$ cat config.mk
export PLATFORM = sky130hd
export DESIGN_NAME = esc_stats
export DESIGN_NICKNAME = d
export VERILOG_FILES = /design/src/esc_pkg.sv /design/src/esc_stats.sv
export SDC_FILE = /design/constraint.sdc
export NUM_CORES = 1
export LEC_CHECK = 0
export ABC_AREA = 1
export ABC_CLOCK_PERIOD_IN_PS = 24000
export BUFFER_PORTS_ARGS = -buffer_cell sky130_fd_sc_hd__buf_2
export CORE_MARGIN = 2
export CORE_UTILIZATION = 45
export DETAILED_ROUTE_END_ITERATION = 10
export GPL_ROUTABILITY_DRIVEN = 0
export PLACE_DENSITY = 0.66
export SLEW_MARGIN = 20
export SYNTH_ARGS = -nofsm -noshare
export SYNTH_HDL_FRONTEND = slang
export SYNTH_SLANG_ARGS = --single-unit
$ cat constraint.sdc
create_clock -name clock_i -period 24 [get_ports clock_i]
set_input_delay 4.8 -clock clock_i [delete_from_list [all_inputs] [get_ports clock_i]]
set_output_delay 4.8 -clock clock_i [all_outputs]
set_load 0.01 [all_outputs]
$ cat src/esc_pkg.sv
// Purpose: Shared constants and carrier types for the MAC statistics counter bank.
// Assumes: One clock domain; counters are reached over a plain strobe register port.
// Notes:   Offsets are byte addresses on a 32-bit data port.
`default_nettype none

package esc_pkg;

	// ----------------------------------------------------------------
	// Register map
	// ----------------------------------------------------------------
	localparam logic [31:0] OFS_NET_CTRL = 32'hf802c000; // Control word
	localparam logic [31:0] OFS_NET_CFG = 32'hf802c004; // Configuration word
	localparam logic [31:0] OFS_PAUSE = 32'hf802c03c; // Good pause frames
	localparam logic [31:0] OFS_TX_OK = 32'hf802c040; // Frames sent
	localparam logic [31:0] OFS_SCOL = 32'hf802c044; // One collision
	localparam logic [31:0] OFS_MCOL = 32'hf802c048; // Two to fifteen collisions
	localparam logic [31:0] OFS_RX_OK = 32'hf802c04c; // Good frames kept
	localparam logic [31:0] OFS_CRC = 32'hf802c050; // Bad check sequence
	localparam logic [31:0] OFS_ALIGN = 32'hf802c054; // Odd bit count
	localparam logic [31:0] OFS_DEFER = 32'hf802c058; // Deferred sends
	localparam logic [31:0] OFS_LATE = 32'hf802c05c; // Late collisions
	localparam logic [31:0] OFS_TOO_MANY_HITS_FIELD = 32'hf802c060; // Abandoned sends

	// ----------------------------------------------------------------
	// Control and configuration fields
	// ----------------------------------------------------------------
	localparam int NCR_RX_EN_BIT = 2; // Receive enable
	localparam int NCR_STAT_WE_BIT = 7; // Counter write enable
	localparam int NCFG_BIG_FRAME_BIT = 8; // Accept 1536-byte frames
	localparam logic [31:0] NCR_RESET = 32'h00000000;
	localparam logic [31:0] NCFG_RESET = 32'h00000000;
	localparam logic [31:0] NCR_MASK = 32'h00000084; // Implemented bits
	localparam logic [31:0] NCFG_MASK = 32'h00000100; // Implemented bits

	// ----------------------------------------------------------------
	// Frame and collision limits
	// ----------------------------------------------------------------
	localparam logic [15:0] FRAME_MIN_LEN = 16'h0040; // 64 bytes
	localparam logic [15:0] FRAME_MAX_LEN = 16'h05ee; // 1518 bytes
	localparam logic [15:0] FRAME_MAX_BIG = 16'h0600; // 1536 bytes
	localparam logic [4:0] COL_NONE = 5'h00;
	localparam logic [4:0] COL_ONE = 5'h01;
	localparam logic [4:0] COL_MULTI_MIN = 5'h02;
	localparam logic [4:0] COL_MULTI_MAX = 5'h0f; // Fifteen
	localparam logic [4:0] COL_EXCESS = 5'h10; // Sixteen: send abandoned

	// ----------------------------------------------------------------
	// Counter bank layout
	// ----------------------------------------------------------------
	localparam int NUM_CNT = 10;
	localparam int CNT_MAX_W = 24;
	localparam logic [23:0] CNT_RESET = 24'h000000;
	localparam int IDX_PAUSE = 0;
	localparam int IDX_TX_OK = 1;
	localparam int IDX_SCOL = 2;
	localparam int IDX_MCOL = 3;
	localparam int IDX_RX_OK = 4;
	localparam int IDX_CRC = 5;
	localparam int IDX_ALIGN = 6;
	localparam int IDX_DEFER = 7;
	localparam int IDX_LATE = 8;
	localparam int IDX_TOO_MANY_HITS_FIELD = 9;
	localparam int CNT_W [NUM_CNT] = '{16, 24, 16, 16, 24, 8, 8, 16, 8, 8};
	localparam logic [31:0] CNT_OFS [NUM_CNT] = '{OFS_PAUSE, OFS_TX_OK, OFS_SCOL,
		OFS_MCOL, OFS_RX_OK, OFS_CRC, OFS_ALIGN, OFS_DEFER, OFS_LATE, OFS_TOO_MANY_HITS_FIELD};

	// All-ones value of a counter of the given width
	function automatic logic [23:0] cnt_max(input int w);
		return 24'((32'h1 << w) - 32'h1);
	endfunction

	// ----------------------------------------------------------------
	// Carrier types
	// ----------------------------------------------------------------
	// Register port request, one cycle per strobe
	typedef struct packed {
		logic wr;
		logic rd;
		logic [31:0] addr;
		logic [31:0] wdata;
	} esc_bus_req_t;

	// End-of-transmit report, qualifiers valid while done is high
	typedef struct packed {
		logic done;
		logic underrun;
		logic [4:0] collisions;
		logic deferred;
		logic late_collision;
	} esc_tx_evt_t;

	// End-of-receive report, qualifiers valid while done is high
	typedef struct packed {
		logic done;
		logic [15:0] length;
		logic odd_bits;
		logic crc_bad;
		logic symbol_err;
		logic pause;
		logic copied;
	} esc_rx_evt_t;

endpackage

`default_nettype wire

$ cat src/esc_stats.sv
// Purpose: Saturating, clear-on-read statistics counter bank for an Ethernet MAC.
// Assumes: Event reports are one-cycle pulses synchronous to clock_i.
// Notes:   Read data stands only in the cycle after the read strobe.
//
// Overview of operation
// - Reading a counter clears it to zero, or to one if an event arrives in the read cycle
// - Counters stick at all ones, never wrap
// - Receive counters count only with receive enabled
// - Counter writes need control bit 7 set
// - 16-bit count of good pause frames
// - 24-bit count of frames sent successfully
// - 16-bit count of sends after one collision
// - 16-bit count of sends after 2-15 collisions
// - 24-bit count of good frames copied
// - 8-bit count of whole-byte bad-CRC frames
// - Symbol error in whole-byte frame counts CRC
// - 8-bit count of odd-bit bad frames
// - 16-bit count of deferred first attempts
// - Deferral ignores collided or underrun frames
// - 8-bit count of collisions after slot time
// - Late collision also counts as collision
// - 8-bit count of sends abandoned at sixteen
`default_nettype none

module esc_stats
	import esc_pkg::*;
(
	input wire logic clock_i,
	input wire logic rst_n_i,
	input wire esc_bus_req_t bus_req_i,
	output logic [31:0] rdata_o,
	input wire esc_tx_evt_t tx_evt_i,
	input wire esc_rx_evt_t rx_evt_i,
	output logic rx_enable_o
);

	// ----------------------------------------------------------------
	// Reset release
	// ----------------------------------------------------------------
	logic rst_meta_reg; // First stage, read only by the second
	logic rst_n_reg; // Released reset used by all other logic

	// Assert at once, release two edges later to avoid a runt release
	always_ff @(posedge clock_i or negedge rst_n_i)
	begin
		if (!rst_n_i)
		begin
			rst_meta_reg <= 1'b0;
			rst_n_reg <= 1'b0;
		end
		else
		begin
			rst_meta_reg <= 1'b1;
			rst_n_reg <= rst_meta_reg;
		end
	end

	// ----------------------------------------------------------------
	// Control and configuration registers
	// ----------------------------------------------------------------
	logic [31:0] ncr_reg; // Network control
	logic [31:0] ncfg_reg; // Network configuration
	logic stat_we; // Counter writes allowed
	logic rx_en; // Receive enabled
	logic big_frames; // Longer frame limit

	// Plain read-write words, unimplemented bits held at zero
	always_ff @(posedge clock_i or negedge rst_n_reg)
	begin
		if (!rst_n_reg)
		begin
			ncr_reg <= NCR_RESET;
			ncfg_reg <= NCFG_RESET;
		end
		else if (bus_req_i.wr)
		begin
			if (bus_req_i.addr == OFS_NET_CTRL)
				ncr_reg <= bus_req_i.wdata & NCR_MASK;
			if (bus_req_i.addr == OFS_NET_CFG)
				ncfg_reg <= bus_req_i.wdata & NCFG_MASK;
		end
	end

	assign stat_we = ncr_reg[NCR_STAT_WE_BIT];
	assign rx_en = ncr_reg[NCR_RX_EN_BIT];
	assign big_frames = ncfg_reg[NCFG_BIG_FRAME_BIT];
	assign rx_enable_o = rx_en;

	// ----------------------------------------------------------------
	// Frame classification
	// ----------------------------------------------------------------
	logic [15:0] len_limit; // Upper length bound in force
	logic rx_valid_len; // 64 up to the bound
	logic rx_on; // Receive report that may count
	logic rx_bad; // Check sequence or symbol trouble
	logic rx_good; // Valid length, no error of any kind
	logic tx_fin; // Transmit report without underrun
	logic tx_ok; // Frame actually went out

	// Oversize and undersize frames belong to other counters
	assign len_limit = big_frames ? FRAME_MAX_BIG : FRAME_MAX_LEN;
	assign rx_valid_len = (rx_evt_i.length >= FRAME_MIN_LEN) &&
		(rx_evt_i.length <= len_limit);

	// Receive reports are dropped while receive is off
	assign rx_on = rx_evt_i.done && rx_en;

	// A symbol error is folded in with a bad check sequence
	assign rx_bad = rx_evt_i.crc_bad || rx_evt_i.symbol_err;
	assign rx_good = rx_valid_len && !rx_bad;

	// An underrun frame counts nowhere else
	assign tx_fin = tx_evt_i.done && !tx_evt_i.underrun;
	assign tx_ok = tx_fin && (tx_evt_i.collisions < COL_EXCESS);

	// ----------------------------------------------------------------
	// Increment requests, one per counter
	// ----------------------------------------------------------------
	logic [NUM_CNT-1:0] inc; // Event seen this cycle

	always_comb
	begin
		inc = '0;
		// Good pause frames only
		inc[IDX_PAUSE] = rx_on && rx_evt_i.pause && rx_good;
		inc[IDX_TX_OK] = tx_ok;
		// Collision tally includes a late hit, so it lands here too
		inc[IDX_SCOL] = tx_ok && (tx_evt_i.collisions == COL_ONE);
		inc[IDX_MCOL] = tx_ok && (tx_evt_i.collisions >= COL_MULTI_MIN) &&
			(tx_evt_i.collisions <= COL_MULTI_MAX);
		// Kept frames must have matched and been copied out
		inc[IDX_RX_OK] = rx_on && rx_good && rx_evt_i.copied;
		// Whole-byte frames with bad check or symbol error
		inc[IDX_CRC] = rx_on && rx_valid_len && !rx_evt_i.odd_bits &&
			rx_bad;
		// Odd-bit frames, check taken over the truncated bytes
		inc[IDX_ALIGN] = rx_on && rx_valid_len && rx_evt_i.odd_bits &&
			rx_bad;
		// First attempt deferred, and no collision at all
		inc[IDX_DEFER] = tx_fin && tx_evt_i.deferred &&
			(tx_evt_i.collisions == COL_NONE);
		// Collision past the 512-bit slot time
		inc[IDX_LATE] = tx_fin && tx_evt_i.late_collision;
		// Abandoned after the sixteenth collision
		inc[IDX_TOO_MANY_HITS_FIELD] = tx_fin && (tx_evt_i.collisions >= COL_EXCESS);
	end

	// ----------------------------------------------------------------
	// Counter bank
	// ----------------------------------------------------------------
	logic [23:0] cnt_reg [NUM_CNT]; // Counter values, low bits used
	logic [NUM_CNT-1:0] rd_hit; // Read strobe on this counter
	logic [NUM_CNT-1:0] wr_hit; // Write strobe on this counter
	logic [NUM_CNT-1:0] room; // No access and not yet saturated

	genvar g;
	generate
		for (g = 0; g < NUM_CNT; g++)
		begin : g_cnt
			localparam logic [23:0] MAX = cnt_max(CNT_W[g]);

			assign rd_hit[g] = bus_req_i.rd && (bus_req_i.addr == CNT_OFS[g]);
			assign wr_hit[g] = bus_req_i.wr && (bus_req_i.addr == CNT_OFS[g]);
			assign room[g] = !rd_hit[g] && !wr_hit[g] && (cnt_reg[g] != MAX);

			// Gated write first, then clear-on-read, then counting
			always_ff @(posedge clock_i or negedge rst_n_reg)
			begin
				if (!rst_n_reg)
					cnt_reg[g] <= CNT_RESET;
				else if (wr_hit[g] && stat_we)
					cnt_reg[g] <= bus_req_i.wdata[23:0] & MAX;
				else if (rd_hit[g])
					// An event in the read cycle survives as a count of one
					cnt_reg[g] <= inc[g] ? 24'h000001 : CNT_RESET;
				else if (inc[g] && (cnt_reg[g] != MAX))
					// Saturate rather than wrap; unread events are lost
					cnt_reg[g] <= cnt_reg[g] + 24'h000001;
			end

		end
	endgenerate

	// ----------------------------------------------------------------
	// Read port
	// ----------------------------------------------------------------
	logic [31:0] rd_value; // Word selected by the address
	logic [31:0] rdata_reg; // Registered read answer

	// Unmapped addresses answer zero; upper bits always zero
	always_comb
	begin
		rd_value = 32'h00000000;
		if (bus_req_i.addr == OFS_NET_CTRL)
			rd_value = ncr_reg;
		if (bus_req_i.addr == OFS_NET_CFG)
			rd_value = ncfg_reg;
		for (int i = 0; i < NUM_CNT; i++)
		begin
			if (bus_req_i.addr == CNT_OFS[i])
				rd_value = {8'h00, cnt_reg[i]};
		end
	end

	// Value before the clear is returned; zero outside the answer cycle
	always_ff @(posedge clock_i or negedge rst_n_reg)
	begin
		if (!rst_n_reg)
			rdata_reg <= 32'h00000000;
		else if (bus_req_i.rd)
			rdata_reg <= rd_value;
		else
			rdata_reg <= 32'h00000000;
	end

	assign rdata_o = rdata_reg;
endmodule

`default_nettype wire

==> metrics.md, run 1 <==
| Metric | Value |
|---|---|
| Final Hold Vio Count | 0 |
| Synth cell types | 57 |
| Met2 usage | between 40% and 50% |
| Clk slew on worst S/H paths | about 60 ps |
| IO Port Bufs | approximately 120 |
| Crit-path max FO | 35 |
| Clk buf depth | 3 |
| Setup Viol. Count Final | 0 |
| Setup slack after layout | roughly 16000 ps |
| Power Total | 1.23 mW |
| CP Launch Point | bus_req_i[45] |
| Status | complete, no violations |
| Total number of vias | approximately 22000 |
| Post-synthesis cell count | between 3000 and 4000 |
| Most congested layer reported by global routing | met2 |
| Top_reg_cell synth | dfrtp_1 |
| Setup Total Neg Slack | 0 ps |
| Worst min path class | reg2reg |
| First-pass GRT wire length | 113000 µm |
| Vias in the first global route | between 15000 and 20000 |
| Final Cell Area | between 20000 and 25000 µm² |
| Fmax | 128 MHz |
| Antenna-violating nets left | 0 |
| Sink Count | 269 |
| Reg2reg start | ncr_reg[7]$_DFFE_PN0P_ |
| Pre-CTS WS | ~16000 ps |
| RSZ-0062 raised after global routing | false |
| Cts-stage hold buffer count | 0 |
| H-tree Lvls | 2 |
| DP Area | around 21000 µm² |
| Max-cap viol count | 0 |
| DP Cell Count | between 3000 and 4000 |
| Boundary Pins | ~130 |
| Area growth syn-to-layout | 10.7% |
| Critical path class | in2reg |
| Initial antenna violation count | 2 |
| Avg Vias per Cell | 5.83 |
| Gr usage total | 30.9% |
| Drt pass-1 iters | 6 |
| R2r setup slk | approximately 20000 ps |
| CORE AREA | 44100 µm² |
| CP endpoint | cnt_reg[164]$_DFFE_PN0P_ |
| Sequential area share after synthesis | about a third |
| Max reg flops | 240 |
| CP Capture Type | register |
| CP required | 24480 ps |
| Initial Util | between 40 and 50% |
| Final Max Slew Viols | 0 |
| Die Ht | ~220 µm |
| GR Overflow Total | 0 |
| Met3 Use GR | under 10% |
| Post-synth EDFFs | 0 |
| Critical path data arrival time | 8280 ps |
| Most frequent cells in the layout | nand2_1 (709), inv_1 (446), o21ai_0 (285), dfrtp_1 (268), nor2_1 (239) |
| FF+latch count, synth | ~270 |
| Drt drc | 0 |
| Wirelength per Cell | between 15 and 20 µm |
| Most common cell after layout, fill and taps aside | nand2_1 |
| Syn. warnings | 0 |
| Slew headroom | a little under a third |
| Row count | 77 |
| Crit start category | input port |
| Netlist area before placement | 20000 µm² |
| Synth async-reset ratio | 100% |
| Worst Hold Launch | rst_meta_reg$_DFF_PN0_ |
| Pin count of the biggest net entering global routing | approximately 170 |
| Chip width | 215 µm |
| Met1 Use GR | 43.4% |
| Final Skew | ~18 ps |
| Leakage Power | ~11 nW |
| CTS buffer count | 35 |
| Syn Area/Cell | approximately 6.6 µm² |
| CTS tree | done |
| R2R depth | 11 |
| Power per cell area | 55.5 nW/µm² |
| Maximum VDD drop | 52.6 µV |
| Minimum clock period | between 7000 and 8000 ps |
| Finished Layout Cells | 3710 |
| Net count, final | about 3200 |
| Period utilization | 32.5% |
| Routed WL | around 73000 µm |
| Latest clock arrival within the worst-skew pair | around 560 ps |
| Die area | around 46000 µm² |
| Clk root buf | clkbuf_16 |
| Reg2Reg Capture Point | cnt_reg[164]$_DFFE_PN0P_ |
| Post-CTS resize count | 0 |
| HPWL Detailed | ~54000 µm |
| Initial DRC count | just under 3000 |
| Worst Tran Pin Value | ~1000 ps |
| Post-CTS Repair Setup Buffers | 0 |
| Layout cells sized above 1 | approximately 8.7% |
-- worst max-delay path, stage by stage --
cell and delay [ps]:
buf_2 110, nor2_1 120, nand2_1 80, nor2_2 190, nand2_1 100, nor2_1 120
buf_4 220, nand2_1 80, buf_4 240, inv_1 580, o21ai_1 420, nand2_2 610
nand2_1 120, nor2_1 160, nand3_1 110, nand2_1 70, nand2_1 40, nor2_1 80
-- cell families (layout without fill, tap and decap cells) --
| family | Yosys count | in the layout | synth area share, % |
|---|---|---|---|
| adders and majority gates | 18 | 18 | 1.12 |
| buffers and inverters | 576 | 658 | 11.2 |
| and+or+nand+nor | 1418 | 1418 | 31.5 |
| AOI/OAI and AO/OA | 625 | 625 | 17.3 |
| other | 2 | 10 | 0.0375 |
| DFF | 269 | 269 | 33.6 |
| xor gates and xnor gates | 120 | 120 | 5.24 |
-- per-stage QoR --
stage / utilization, % / hold WS, ps
after CTS: 50.3 / 350
after detailed placement: 47.7 / 339
final: 50.3 / 348
after global placement: 47.7 / 335
after global routing: 50.3 / 352
after floorplan: - / 331
-- routing by layer --
layer | up-vias | wire (µm)
met5 | - | 11
met4 | 2 | 3620
met3 | 195 | 7930
met2 | 1180 | 31100
met1 | 10100 | 30300
li1 | 10100 | -
-- cell type report --
class                      instances  area [µm²]
clock buffer                      49        1020
inverter                         466        1750
timing repair buffer             135         738
antenna                            1        2.50
clock inverter                     8        93.8
sequential                       269        6740
tap                              592         741
fill                            4473       21900
multi-input combinational       2190       11100
-- how the worst min path moves through the flow --
stage | end | slack [ps] | depth (start not counted)
6_report | rst_n_reg$_DFF_PN0_ | 350 | 0
5_1_grt | rst_n_reg$_DFF_PN0_ | 350 | 0
4_1_cts | rst_n_reg$_DFF_PN0_ | 350 | 0
3_5_place_dp | rst_n_reg$_DFF_PN0_ | 340 | 0
3_3_place_gp | rst_n_reg$_DFF_PN0_ | 340 | 0
2_1_floorplan | rst_n_reg$_DFF_PN0_ | 330 | 0
-- report_power, final --
group,internal (mW),switching (mW),total [mW]
combinational,0.0659,0.112,0.178
sequential,0.489,0.0398,0.529
clock,0.307,0.219,0.526
total,0.862,0.370,1.23
-- Yosys cell counts, types with 5 or more instances --
library cell | n | area (µm²)
o32ai_1 | 7 | 61.3
o21ai_0 | 286 | 1430
dfrtp_1 | 269 | 6730
inv_1 | 446 | 1670
o2111ai_1 | 5 | 43.8
nor3_2 | 16 | 160
nor4_1 | 55 | 344
xnor2_1 | 22 | 193
nand3_1 | 158 | 791
a22oi_1 | 26 | 195
a31oi_1 | 23 | 144
ha_1 | 18 | 225
buf_4 | 12 | 90.1
a21oi_1 | 152 | 761
nor2_2 | 19 | 119
nand4_1 | 65 | 407
clkbuf_1 | 75 | 282
xor2_1 | 98 | 858
o211ai_1 | 15 | 113
nor2_1 | 239 | 897
o22ai_1 | 59 | 369
nand2_2 | 6 | 37.5
o21ai_1 | 26 | 130
nand2_1 | 709 | 2660
buf_2 | 20 | 100
nor2_4 | 6 | 67.6
nor3b_1 | 5 | 37.5
inv_2 | 14 | 52.6
nor3_1 | 119 | 596
Note: power is estimated with default switching activity, not from simulation.
==> inputs of run 2 (changes only) <==
- ABC_CLOCK_PERIOD_IN_PS: 24000 -> 6840
- PLACE_DENSITY: 0.66 -> 0.69
- clock period: 24 -> 6.84 ns (I/O delays scaled with it)
==> run 2 against run 1 <==
Compared with the run above:
- die area did not move
- setup slack got worse by 14000 ps
- clock skew rose by 0.78 ps
- power rose to 3.5 times the previous value
- final cell count rose by 0.11%
- largest cell class unchanged
- largest power group unchanged
==> metrics.md, run 2 (synthesis gave the netlist of run 1 again) <==
| Metric | Value |
|---|---|
| Status | complete, no violations |
| CP Capture Type | register |
| GR Overflow Total | 0 (unchanged) |
| Minimum clock period | roughly 4200 ps |
| Area growth syn-to-layout | 10.7% (about the same) |
| Maximum VDD drop | 157 µV (+200%) |
| Clk slew on worst S/H paths | 60 ps (about the same) |
| CTS buffer count | 34 (-2.9%) |
| Row count | 77 (unchanged) |
| CP endpoint | rdata_o[20]$_DFF_PN0_ |
| Fmax | around 240 MHz |
| Final Max Slew Viols | 0 (unchanged) |
| CP required | 7310 ps (-17170 ps) |
| Cell chain of the critical path | buf_2 > nor2_2 > nand3_1 > inv_1 > nand2_1 > o21ai_0 > nand2_1 > nand2_1 > nand2_1 > nand2_1 > nand2_1 > nand2_1 > nand2_1 > nand2_1 > nand2_1 > nand2_1 > nand2_1 > a21oi_1 |
| Wirelength per Cell | 19.4 µm (-1.4%) |
| Critical path data arrival time | 4670 ps (-3610 ps) |
| Post-CTS resize count | 0 (unchanged) |
| Gr usage total | 30.7% (-0.24 points) |
| Worst min path class | reg2async |
| Net count, final | 3213 (-0.031%) |
| Slowest CP cell | nand2_1 |
| Boundary Pins | 132 (unchanged) |
| Setup slack after layout | 2640 ps (-13560 ps) |
| Final Hold Vio Count | 0 (unchanged) |
| Worst Tran Pin Value | 1000 ps (-23.5 ps) |
| IO Port Bufs | 115 (unchanged) |
| Setup Viol. Count Final | 0 (unchanged) |
| Pre-CTS WS | 2200 ps (-13610 ps) |
| Post-CTS Repair Setup Buffers | 0 (unchanged) |
| Initial DRC count | 3021 (+3.4%) |
| CTS tree | done |
| Clk buf depth | 3 (unchanged) |
| R2r setup slk | 3410 ps (-17150 ps) |
| RSZ-0062 raised after global routing | false |
| Setup Total Neg Slack | 0 ps (unchanged) |
| Worst stage delay on the critical path | 640 ps (+30 ps) |
| Pin count of the biggest net entering global routing | 159 (-4.8%) |
| First-pass GRT wire length | 113000 µm (+0.23%) |
| Antenna-violating nets left | 0 (unchanged) |
| Initial antenna violation count | 0 (-2) |
| Routed WL | 72000 µm (-1.3%) |
| Power per cell area | 195 nW/µm² (+250%) |
| Drt drc | 0 (unchanged) |
| Final Skew | 18.8 ps (+0.779 ps) |
| Most common cell after layout, fill and taps aside | nand2_1 |
| CORE AREA | 44100 µm² (unchanged) |
| HPWL Detailed | 53700 µm (-1.3%) |
| Crit start category | input port |
| Sink Count | 269 (unchanged) |
| Die Ht | 215 µm (unchanged) |
| Latest clock arrival within the worst-skew pair | 550 ps (about the same) |
| Min Hold Slack | 290 ps (-58.2 ps) |
| H-tree Lvls | 2 (unchanged) |
| Max reg flops | 240 (unchanged) |
| Leakage Power | 10.7 nW (+0.12%) |
| Layout cells sized above 1 | 8.65% (-0.011 points) |
| Most frequent cells in the layout | nand2_1 (709), inv_1 (446), o21ai_0 (285), dfrtp_1 (268), nor2_1 (239) |
| Max-cap viol count | 0 (unchanged) |
| Vias in the first global route | 20100 (+1.3%) |
| R2R depth | 15 (+4) |
| Clk root buf | clkbuf_16 |
| Initial Util | 45.4% (unchanged) |
| Crit-path max FO | 32 (-8.6%) |
| Chip width | 215 µm (unchanged) |
| Cts-stage hold buffer count | 0 (unchanged) |
| Most used cell, CP | nand2_1 |
| Critical path class | in2reg |
| Reg2reg start | cnt_reg[120]$_DFFE_PN0P_ |
| Period utilization | ~61% |
| Total number of vias | 21800 (+0.61%) |
| Avg Vias per Cell | 5.86 (+0.50%) |
| Die area | 46200 µm² (unchanged) |
| Slew headroom | 33.2% (+1.5 points) |
| CP Launch Point | bus_req_i[33] |
| Reg2Reg Capture Point | cnt_reg[124]$_DFFE_PN0P_ |
| Drt pass-1 iters | 6 (unchanged) |
[run 2: changes by cell type in the layout (fill, tap and decap cells not counted), sizes merged]
| cell | before | now |
|---|---|---|
| bufinv | 1 | 2 |
| clkbuf | 49 | 53 |
| clkinvlp | 1 | 0 |
[run 2: stage by stage]
stage,utilization (%),power (mW),area (µm²),instances
2_1_floorplan,-,2.30,20100,3035
3_3_place_gp,47.7,2.45,21100,3652
3_5_place_dp,47.7,2.48,21100,3652
4_1_cts,50.3,4.33,22200,3713
5_1_grt,50.3,4.51,22200,3713
6_report,50.3,4.33,22200,3714
[run 2: worst max-delay path: cells and delay by family]
family | cells | cell delay [ps]
buffers and inverters | 2 | 540
AND/OR/NAND/NOR | 14 | 2230
AO/OA/AOI/OAI | 2 | 520
[run 2: final cells by class]
| cell class | instances | area, µm² |
|---|---|---|
| Fill cell | 4427 | 21900 |
| Multi-Input combinational cell | 2190 | 11100 |
| Sequential cell | 269 | 6740 |
| Inverter | 466 | 1750 |
| Clock buffer | 53 | 1020 |
| Timing Repair Buffer | 135 | 742 |
| Tap cell | 592 | 741 |
| Clock inverter | 8 | 97.6 |
| Antenna cell | 1 | 2.50 |
[run 2: power by group]
group          total (mW)  switching [mW]  internal, mW
clock                1.85           0.749          1.11
combinational       0.626           0.395         0.232
sequential           1.85           0.133          1.72
[run 2: how the worst min path moves through the flow]
stage,startpoint,endpoint,slack [ps],depth (start not counted)
floorplan,rst_meta_reg$_DFF_PN0_,rst_n_reg$_DFF_PN0_,330,0
global placement,rst_n_reg$_DFF_PN0_,cnt_reg[136]$_DFFE_PN0P_,310,0
global route,rst_n_reg$_DFF_PN0_,cnt_reg[137]$_DFFE_PN0P_,330,0
finish,rst_n_reg$_DFF_PN0_,cnt_reg[137]$_DFFE_PN0P_,290,0
detailed placement,rst_n_reg$_DFF_PN0_,cnt_reg[137]$_DFFE_PN0P_,310,0
CTS,rst_n_reg$_DFF_PN0_,cnt_reg[137]$_DFFE_PN0P_,300,0
[run 2: metal layers]
layer  up-vias  wire length [µm]  part of all wire, %  global-route usage [%]
met5         -                 0                    0                       0
met4         0              3550                  4.9                    14.8
met3       205              8740                   12                    6.81
met2      1287             30600                   42                    45.5
met1     10200             29200                   40                    42.4
li1      10100                 -                    -                       -
